`config.mk`:
```
export PLATFORM = sky130hd
export DESIGN_NAME = dma_request_enable_logic
export DESIGN_NICKNAME = d
export VERILOG_FILES = /design/src/hw/pin_sync.v /design/src/hw/dma_request_enable_logic.v
export VERILOG_INCLUDE_DIRS = /design/src /design/src/shared
export SDC_FILE = /design/constraint.sdc
export NUM_CORES = 1
export LEC_CHECK = 0
export ABC_AREA = 0
export BUFFER_PORTS_ARGS = -buffer_cell sky130_fd_sc_hd__clkbuf_2
export CORE_MARGIN = 2
export CORE_UTILIZATION = 30
export DETAILED_ROUTE_END_ITERATION = 12
export GPL_TIMING_DRIVEN = 1
export PLACE_DENSITY_LB_ADDON = 0.15
export SLEW_MARGIN = 20
export SYNTH_ARGS = -nofsm -noshare
export SYNTH_HDL_FRONTEND = slang
export SYNTH_SLANG_ARGS = --single-unit
export TNS_END_PERCENT = 100
```
`constraint.sdc`:
```
create_clock -name ref_clk -period 6 [get_ports ref_clk]
set_input_delay 0.6 -clock ref_clk [delete_from_list [all_inputs] [get_ports ref_clk]]
set_output_delay 0.6 -clock ref_clk [all_outputs]
set_load 0.005 [all_outputs]
```
`src/shared/dma_defines.vh`:
```
/*
 * Constants of the two-channel transfer controller: register map, control
 * field positions, reset values, request-source codes and timing counts.
 * Assumes it is included by bare name from the design files.
 */
`ifndef DMA_DEFINES_VH
`define DMA_DEFINES_VH

// ----------------------------------------------------------------------
// widths
// ----------------------------------------------------------------------
`define PTR_W 20
`define CNT_W 16
`define NUM_CH 2

// ----------------------------------------------------------------------
// register map: haddr[6] picks the global block, haddr[5] the channel,
// haddr[4:2] the word inside the block
// ----------------------------------------------------------------------
`define ADR_GLOBAL_BIT 6
`define ADR_CHAN_BIT 5
`define ADR_WORD_HI 4
`define ADR_WORD_LO 2
`define REG_CTRL 3'h0
`define REG_SRC 3'h1
`define REG_DST 3'h2
`define REG_RELOAD 3'h3
`define REG_FWD 3'h4
`define REG_COUNT 3'h5
`define REG_STATUS 3'h0
`define REG_MASK 3'h1

// ----------------------------------------------------------------------
// control word fields
// ----------------------------------------------------------------------
`define CTL_EN 0
`define CTL_DIR 1
`define CTL_EDGE 2
`define CTL_REQ 3
`define CTL_SWREQ 4
`define CTL_SEL_LO 5
`define CTL_SEL_HI 6

// request source codes
`define SRC_PERIPH 2'h0
`define SRC_SOFT 2'h1
`define SRC_PIN 2'h2

// ----------------------------------------------------------------------
// reset values and timing
// ----------------------------------------------------------------------
`define RST_PTR 20'h00000
`define RST_CNT 16'h0000
`define RST_SEL 2'h0
`define RST_WORD 32'h00000000
`define XFER_LEN 2'h2
`define ONE_CNT 16'h0001
`define ONE_PTR 20'h00001

`endif

```
`src/hw/pin_sync.v`:
```
/*
 * Two-flop synchroniser for a group of asynchronous pins.
 * Assumes the pins may change at any time relative to ref_clk.
 */
`timescale 1ns/100ps
`include "dma_defines.vh"

module pin_sync #(
  parameter WIDTH = 2
) (
  // clock and reset
  input wire ref_clk,
  input wire rst_n,
  // pins and synchronised levels
  input wire [WIDTH-1:0] pinIn,
  output reg [WIDTH-1:0] pinSync
);

  reg [WIDTH-1:0] pinMeta;

  always @(posedge ref_clk or negedge rst_n) begin
    if (!rst_n) begin
      // reset to the idle-high level so no false edge follows reset
      pinMeta <= {WIDTH{1'b1}};
      pinSync <= {WIDTH{1'b1}};
    end else begin
      pinMeta <= pinIn;
      pinSync <= pinMeta;
    end
  end

endmodule // pin_sync

```
`src/hw/dma_request_enable_logic.v`:
```
/*
 * Two-channel transfer controller: enable and reload, request latching
 * from peripheral, software and pin sources, fixed channel priority and
 * bus hand-back to the CPU, with an AHB-Lite register slave.
 * Assumes one 10 MHz clock, a CPU that reports its pending bus access on
 * the same clock, and pins that are asynchronous.
 */
// Local design decisions: the placing of the registers and register access over AHB-Lite.
// How it works
// - enable write activates; first transfer loads forward pointer
// - first transfer loads counter from reload register
// - enable rewrite while active restarts both reloads
// - request bit sets regardless of enable state
// - request bit clears on the same edge that the transfer begins
// - software writes 0 clear request; 1 ignored
// - active channel with request starts transfer at once
// - enable bit reads back channel activity
// - peripheral source sets request with its interrupt flag
// - selected pin input becomes the transfer request
// - pin request follows the selected pin edge
// - simultaneous requests set all request bits together
// - channel zero first, CPU access, then channel one
// - software request bit triggers transfer, reads zero
`timescale 1ns/100ps
`include "dma_defines.vh"

module dma_request_enable_logic (
  // clock and reset
  input wire ref_clk,
  input wire rst_n,
  // AHB-Lite slave
  input wire hsel,
  input wire [31:0] haddr,
  input wire [1:0] htrans,
  input wire hwrite,
  input wire [2:0] hsize,
  input wire [31:0] hwdata,
  input wire hready,
  output reg hreadyout,
  output reg hresp,
  output reg [31:0] hrdata,
  // request sources
  input wire [1:0] periphIrq,
  input wire [1:0] external_irq_pin,
  // bus sharing with the CPU
  input wire cpuBusReq,
  input wire cpuAccessDone,
  output reg dmaOwnsBus,
  output reg dmaChan,
  output reg [`PTR_W-1:0] dmaAddr,
  // interrupt
  output reg irq
);

  localparam ST_IDLE = 2'b00;
  localparam ST_XFER = 2'b01;
  localparam ST_CPU = 2'b10;

  // ----------------------------------------------------------------------
  // address decode helpers
  // ----------------------------------------------------------------------
  function isChanWord;
    input [31:0] adr;
    input chan;
    input [2:0] word;
    begin
      isChanWord = !adr[`ADR_GLOBAL_BIT] && (adr[`ADR_CHAN_BIT] == chan) &&
        (adr[`ADR_WORD_HI:`ADR_WORD_LO] == word);
    end
  endfunction

  function isGlobalWord;
    input [31:0] adr;
    input [2:0] word;
    begin
      isGlobalWord = adr[`ADR_GLOBAL_BIT] && !adr[`ADR_CHAN_BIT] &&
        (adr[`ADR_WORD_HI:`ADR_WORD_LO] == word);
    end
  endfunction

  // ----------------------------------------------------------------------
  // AHB-Lite slave: one wait state on every transfer
  // ----------------------------------------------------------------------
  reg dataPhase;
  reg phaseWrite;
  reg [31:0] phaseAddr;
  wire takeReq = hsel && htrans[1] && hready;
  wire wrStrobe = dataPhase && phaseWrite;
  wire rdStrobe = dataPhase && !phaseWrite;

  always @(posedge ref_clk or negedge rst_n) begin
    if (!rst_n) begin
      dataPhase <= 1'b0;
      phaseWrite <= 1'b0;
      phaseAddr <= `RST_WORD;
      hreadyout <= 1'b1;
      hresp <= 1'b0;
    end else begin
      hresp <= 1'b0;
      if (takeReq && !dataPhase) begin
        dataPhase <= 1'b1;
        phaseWrite <= hwrite;
        phaseAddr <= haddr;
        hreadyout <= 1'b0;
      end else begin
        dataPhase <= 1'b0;
        hreadyout <= 1'b1;
      end
    end
  end

  // ----------------------------------------------------------------------
  // pin synchronisers
  // ----------------------------------------------------------------------
  wire [1:0] pinLevel;

  pin_sync #(
    .WIDTH(`NUM_CH)
  ) u_pin_sync (
    .ref_clk(ref_clk),
    .rst_n(rst_n),
    .pinIn(external_irq_pin),
    .pinSync(pinLevel)
  );

  // ----------------------------------------------------------------------
  // transfer sequencer
  // ----------------------------------------------------------------------
  reg [1:0] state;
  reg [1:0] xferCnt;
  wire [1:0] chEnable;
  wire [1:0] chReq;
  wire [`PTR_W-1:0] chStartAddr [0:1];
  wire [`PTR_W-1:0] chNextAddr [0:1];
  wire [1:0] chReady = chEnable & chReq;
  wire startFire = (state == ST_IDLE) && (|chReady);
  wire startSel = !chReady[0];
  wire xferEnd = (state == ST_XFER) && (xferCnt == `XFER_LEN);
  wire [1:0] doneEvt;

  always @(posedge ref_clk or negedge rst_n) begin
    if (!rst_n) begin
      state <= ST_IDLE;
      xferCnt <= 2'h0;
      dmaOwnsBus <= 1'b0;
      dmaChan <= 1'b0;
      dmaAddr <= `RST_PTR;
    end else begin
      case (state)
        ST_IDLE: begin
          if (startFire) begin
            state <= ST_XFER;
            xferCnt <= 2'h1;
            dmaOwnsBus <= 1'b1;
            dmaChan <= startSel;
            dmaAddr <= chStartAddr[startSel];
          end
        end
        ST_XFER: begin
          if (xferEnd) begin
            state <= ST_CPU;
            dmaOwnsBus <= 1'b0;
          end else begin
            xferCnt <= xferCnt + 2'h1;
            dmaAddr <= chNextAddr[dmaChan];
          end
        end
        ST_CPU: begin
          if (cpuAccessDone || !cpuBusReq) begin
            state <= ST_IDLE;
          end
        end
        default: begin
          state <= ST_IDLE;
        end
      endcase
    end
  end

  // ----------------------------------------------------------------------
  // per-channel enable, request, pointers and counter
  // ----------------------------------------------------------------------
  wire [31:0] chRead [0:1];

  genvar i;
  generate
    for (i = 0; i < `NUM_CH; i = i + 1) begin : g_ch
      localparam [0:0] CH_ID = (i != 0);
      reg enable;
      reg dir;
      reg edgeRise;
      reg req;
      reg firstPending;
      reg [1:0] sel;
      reg [`PTR_W-1:0] srcPtr;
      reg [`PTR_W-1:0] dstPtr;
      reg [`PTR_W-1:0] fwdPtr;
      reg [`CNT_W-1:0] reload;
      reg [`CNT_W-1:0] count;
      reg pinLast;
      wire ctlWr = wrStrobe && isChanWord(phaseAddr, CH_ID, `REG_CTRL);
      wire myStart = startFire && (startSel == CH_ID);
      wire myEnd = xferEnd && (dmaChan == CH_ID);
      wire pinEdge = edgeRise ? (pinLevel[i] && !pinLast)
                              : (!pinLevel[i] && pinLast);
      wire softHit = ctlWr && hwdata[`CTL_SWREQ] &&
        (hwdata[`CTL_SEL_HI:`CTL_SEL_LO] == `SRC_SOFT);
      wire reqEvt = ((sel == `SRC_PERIPH) && periphIrq[i]) ||
        ((sel == `SRC_PIN) && pinEdge) || softHit;
      wire reqClr = myStart || (ctlWr && !hwdata[`CTL_REQ]);
      wire lastOne = (count <= `ONE_CNT);
      wire [`PTR_W-1:0] firstAddr = dir ? dstPtr : srcPtr;

      assign chEnable[i] = enable;
      assign chReq[i] = req;
      assign chStartAddr[i] = firstPending ? firstAddr : fwdPtr;
      assign chNextAddr[i] = fwdPtr;
      assign doneEvt[i] = myEnd && lastOne;
      assign chRead[i] =
        isChanWord(phaseAddr, CH_ID, `REG_CTRL) ?
          {25'h0000000, sel, 1'b0, req, edgeRise, dir, enable} :
        isChanWord(phaseAddr, CH_ID, `REG_SRC) ? {12'h000, srcPtr} :
        isChanWord(phaseAddr, CH_ID, `REG_DST) ? {12'h000, dstPtr} :
        isChanWord(phaseAddr, CH_ID, `REG_RELOAD) ? {16'h0000, reload} :
        isChanWord(phaseAddr, CH_ID, `REG_FWD) ? {12'h000, fwdPtr} :
        isChanWord(phaseAddr, CH_ID, `REG_COUNT) ? {16'h0000, count} :
        `RST_WORD;

      always @(posedge ref_clk or negedge rst_n) begin
        if (!rst_n) begin
          enable <= 1'b0;
          dir <= 1'b0;
          edgeRise <= 1'b0;
          req <= 1'b0;
          firstPending <= 1'b0;
          sel <= `RST_SEL;
          srcPtr <= `RST_PTR;
          dstPtr <= `RST_PTR;
          fwdPtr <= `RST_PTR;
          reload <= `RST_CNT;
          count <= `RST_CNT;
          pinLast <= 1'b1;
        end else begin
          pinLast <= pinLevel[i];
          // a new request wins over any clear in the same cycle
          if (reqEvt) begin
            req <= 1'b1;
          end else if (reqClr) begin
            req <= 1'b0;
          end
          if (ctlWr) begin
            dir <= hwdata[`CTL_DIR];
            edgeRise <= hwdata[`CTL_EDGE];
            sel <= hwdata[`CTL_SEL_HI:`CTL_SEL_LO];
          end
          if (wrStrobe && isChanWord(phaseAddr, CH_ID, `REG_SRC)) begin
            srcPtr <= hwdata[`PTR_W-1:0];
          end
          if (wrStrobe && isChanWord(phaseAddr, CH_ID, `REG_DST)) begin
            dstPtr <= hwdata[`PTR_W-1:0];
          end
          if (wrStrobe && isChanWord(phaseAddr, CH_ID, `REG_RELOAD)) begin
            reload <= hwdata[`CNT_W-1:0];
          end
          // software enable write overrides end-of-count disable
          if (ctlWr && hwdata[`CTL_EN]) begin
            enable <= 1'b1;
            firstPending <= 1'b1;
          end else if (ctlWr) begin
            enable <= 1'b0;
            firstPending <= 1'b0;
          end else if (myEnd && lastOne) begin
            enable <= 1'b0;
          end else if (myStart) begin
            firstPending <= 1'b0;
          end
          if (myStart && firstPending) begin
            fwdPtr <= firstAddr;
            count <= reload;
          end else if (myEnd) begin
            fwdPtr <= fwdPtr + `ONE_PTR;
            count <= count - `ONE_CNT;
          end
        end
      end
    end
  endgenerate

  // ----------------------------------------------------------------------
  // interrupt status (cleared by read) and mask
  // ----------------------------------------------------------------------
  reg [1:0] status;
  reg [1:0] mask;
  wire statusRd = rdStrobe && isGlobalWord(phaseAddr, `REG_STATUS);
  wire maskWr = wrStrobe && isGlobalWord(phaseAddr, `REG_MASK);

  always @(posedge ref_clk or negedge rst_n) begin
    if (!rst_n) begin
      status <= 2'h0;
      mask <= 2'h0;
      irq <= 1'b0;
    end else begin
      // a completion in the read cycle survives the clear
      status <= (statusRd ? 2'h0 : status) | doneEvt;
      if (maskWr) begin
        mask <= hwdata[1:0];
      end
      irq <= |(status & mask);
    end
  end

  // ----------------------------------------------------------------------
  // read data
  // ----------------------------------------------------------------------
  always @(posedge ref_clk or negedge rst_n) begin
    if (!rst_n) begin
      hrdata <= `RST_WORD;
    end else if (rdStrobe) begin
      if (isGlobalWord(phaseAddr, `REG_STATUS)) begin
        hrdata <= {30'h00000000, status};
      end else if (isGlobalWord(phaseAddr, `REG_MASK)) begin
        hrdata <= {30'h00000000, mask};
      end else if (!phaseAddr[`ADR_GLOBAL_BIT]) begin
        hrdata <= chRead[phaseAddr[`ADR_CHAN_BIT]];
      end else begin
        hrdata <= `RST_WORD;
      end
    end
  end

endmodule // dma_request_enable_logic

```
==> impl_metrics.yaml <==
synthesis:
  synth_area_mm2: 0.0143
  yosys.area.top_type: "dfrtp_1"
  synth_most_common_cell: "dfrtp_1"
  synth_top_flop_cell: "dfrtp_1"
  synthCells: 1415
  netlist_top_cells_count: "dfrtp_1 (256), mux2_2 (130), nand2_1 (125)"
  syn_avg_cell_area_um2: 10.1
  synthTopCellsByArea: "dfrtp_1 (45%), mux2_2 (10%), mux2i_1 (6.7%), nand2_1 (3.3%), nor2_1 (2.6%)"
  ys_seq_elements: 263
  synth_edf_count: 0
  synth.distinct_cells: 72
  yosysSeqAreaShare: 0.462
  synth_top_area_frac: 0.449
  yosys_warnings: 0
  async_flop_share: 1.00
critical_path:
  cp_slowest_stage_delay_ps: 760
  required_ps: 6420
  critical_path.most_common_cell: "buf_4"
  cp-end-kind: "flop"
  crit_fanout: 39
  cp_slowest_cell: "dfrtp_2"
  critPathArrivalTime_ps: 3610
  critPathBufInv: 2
  crit_path_start_kind: "flop"
  cp_cell_sequence: "buf_4 > nand4_1 > nor3_2 > buf_4 > mux2_2"
  path_class: "flop to flop"
  crit_family: "buffers and inverters"
pwr:
  power_leakage_nw: 6.76
  p_total_mw: 6.44
  power_density_mw_per_mm2: 393
  vdd_drop_max_mv: 0.159
min_path:
  hp-class: "input pin to flop"
clocking:
  cts_sinks: 263
  clkLatencyLatePin_ps: 560
  cts_root_buf: "clkbuf_16"
  cts_resized: 0
  hold_buffers: 1
  clk_pin_slew_worst_paths_ps: 60
  cts_tree: "built"
  cts-buffers-inserted: 34
  htreeDepth: 2
  post_cts_buffers: 0
  cts.path.max_buffers: 3
global_routing:
  antenna_found_initial: 2
  grt_usage: 0.211
  first_global_vias: 11500
  grt_pass1_wl_mm: 78.5
  grt_overflow_total: 0
  grt_max_degree: 134
routing:
  vias: 11600
  antenna_left: 0
  drc: 0
  drt_wl_total_mm: 51.9
  first_pass_iters: 6
  viasPerCell: 5.58
  routedWlPerCell_um: 25.0
  drtIter0Drc: 1074
timing:
  relSlewSlack: 0.287
  fin_crit_ps: 3190
  rsz0062_at_grt: "false"
  timing.setup.tns_ps: 0
  timing.final.crit_share: 0.532
  hold_violations: 0
  finalMaxSlewViolations: 0
  skew_ps: 30.1
  setup_violations: 0
  fin_ws_ps: 2810
  worstMarginPinSlew_ps: 1060
  fmax_mhz: 313
placed_design:
  io_buffer_count: 80
  place_hpwl_mm: 35.9
  place.gp.congestion: 0.854
  dpl-instance-area_mm2: 0.0152
  pre_cts_ws_ps: 2770
status:
  outcome: "complete, no violations"
cells_and_area:
  postLayoutCellArea_mm2: 0.0164
  final_util: 0.350
  antenna_cells: 0
  drive_gt1_frac: 0.219
  area_growth_pct: 14.7
  nNetsFinal: 1533
floorplanning:
  die_w_um: 222
  start_util: 0.305
  io_pins: 137
  die_h_um: 222
  fp.dieArea_mm2: 0.0493
  num_rows: 79
  core_mm2: 0.0468
job:
  cap_violations: 0
## final cells by class
cell class	count	area (um2)
flip-flops and latches	263	6590
clock inverters	8	91.3
multi-input cells	1026	7200
fillers	4748	30400
inverters	15	56.3
repair buffers	106	621
well taps	607	759
clock buffers	53	1040
## final timing paths
check                           cells after the start  slack [ps]                               to                            start
worst max register to register                      5        2810    g_ch[1].srcPtr[1]$_DFFE_PN0P_         phaseAddr[2]$_DFFE_PN0P_
worst max-delay path                                5        2810    g_ch[1].srcPtr[1]$_DFFE_PN0P_         phaseAddr[2]$_DFFE_PN0P_
worst min register to register                      0         360  u_pin_sync.pinSync[1]$_DFF_PN1_  u_pin_sync.pinMeta[1]$_DFF_PN1_
worst min-delay path                                1         140  u_pin_sync.pinMeta[1]$_DFF_PN1_              external_irq_pin[1]
max in group asynchronous                           3        4050          g_ch[0].dir$_DFFE_PN0P_                            rst_n
min in group asynchronous                           2         590                    irq$_DFF_PN0_                            rst_n
## kinds of logic (layout without fill, tap and decap cells)
logic type	after synthesis	count (layout)	synth area share
other	1	13	0.000263
DFF	263	263	0.462
xor gates and xnor gates	22	22	0.0135
AOI/OAI and AO/OA	341	341	0.164
buffers and inverters	138	182	0.0398
adders and majority gates	7	7	0.00614
and+or+nand+nor	416	416	0.143
muxes	227	227	0.172
## worst register-to-register path, delay by kind of cell, from the launching register on
kind                   cells  cell delay, ps
buffers and inverters      2             990
multiplexers               1             380
AND/OR/NAND/NOR            2             960
flip-flops                 1             760
## placed cells by master (no fill, tap or decap), types with 8 or more instances in the layout
master	Yosys	final
clkbuf_8	0	10
nor3_1	23	21
nand2b_1	16	16
nand2_1	125	125
nand4_1	13	13
clkbuf_16	0	35
nor2b_1	22	20
o21ai_0	69	69
or3_1	15	15
nor2_1	99	99
xnor2_1	8	8
clkbuf_1	95	8
mux2i_1	96	96
buf_4	13	24
o311ai_0	8	8
o31ai_1	8	8
a21oi_1	65	65
a211oi_1	29	29
mux2_2	130	130
a221oi_1	24	24
o211ai_1	36	36
and3_1	9	8
xor2_1	14	14
nor4_1	9	8
clkbuf_2	0	79
nand3_1	44	44
o221ai_1	19	19
a31oi_1	12	12
a221o_1	10	10
o22ai_1	8	8
a22oi_1	17	17
conb_1	1	13
dfrtp_1	256	253
inv_1	14	14
## state kept, by name, indices dropped and copies added (netlist names), 2 cells and up
| signal | cells |
|---|---|
| status | 2 |
| g_ch.count | 32 |
| g_ch.firstPending | 2 |
| g_ch.edgeRise | 2 |
| hrdata | 20 |
| mask | 2 |
| phaseAddr | 5 |
| g_ch.dstPtr | 40 |
| u_pin_sync.pinSync | 2 |
| g_ch.pinLast | 2 |
| g_ch.srcPtr | 40 |
| g_ch.dir | 2 |
| g_ch.fwdPtr | 40 |
| g_ch.sel | 4 |
| u_pin_sync.pinMeta | 2 |
| g_ch.reload | 32 |
| xferCnt | 2 |
| dmaAddr | 20 |
| g_ch.req | 2 |
| g_ch.enable | 2 |
| state | 2 |
## layer usage
metal	global-route usage	wire (um)
met5	0	0
met3	0.0362	2810
met2	0.318	23000
met1	0.314	25000
met4	0.0521	1080
## power breakdown
group	leakage [nW]	internal, mW	switching [mW]
Combinational	2.83	0.715	1.15
Sequential	3.37	2.10	0.386
Clock	0.560	1.24	0.837
## metrics by stage
step | instances | hold WS [ps]
2_1_floorplan | 1427 | 304
3_3_place_gp | 2016 | 346
3_5_place_dp | 2016 | 348
4_1_cts | 2078 | 121
5_1_grt | 2078 | 129
6_report | 2078 | 143
No activity file was read; power rests on OpenSTA's default activity.
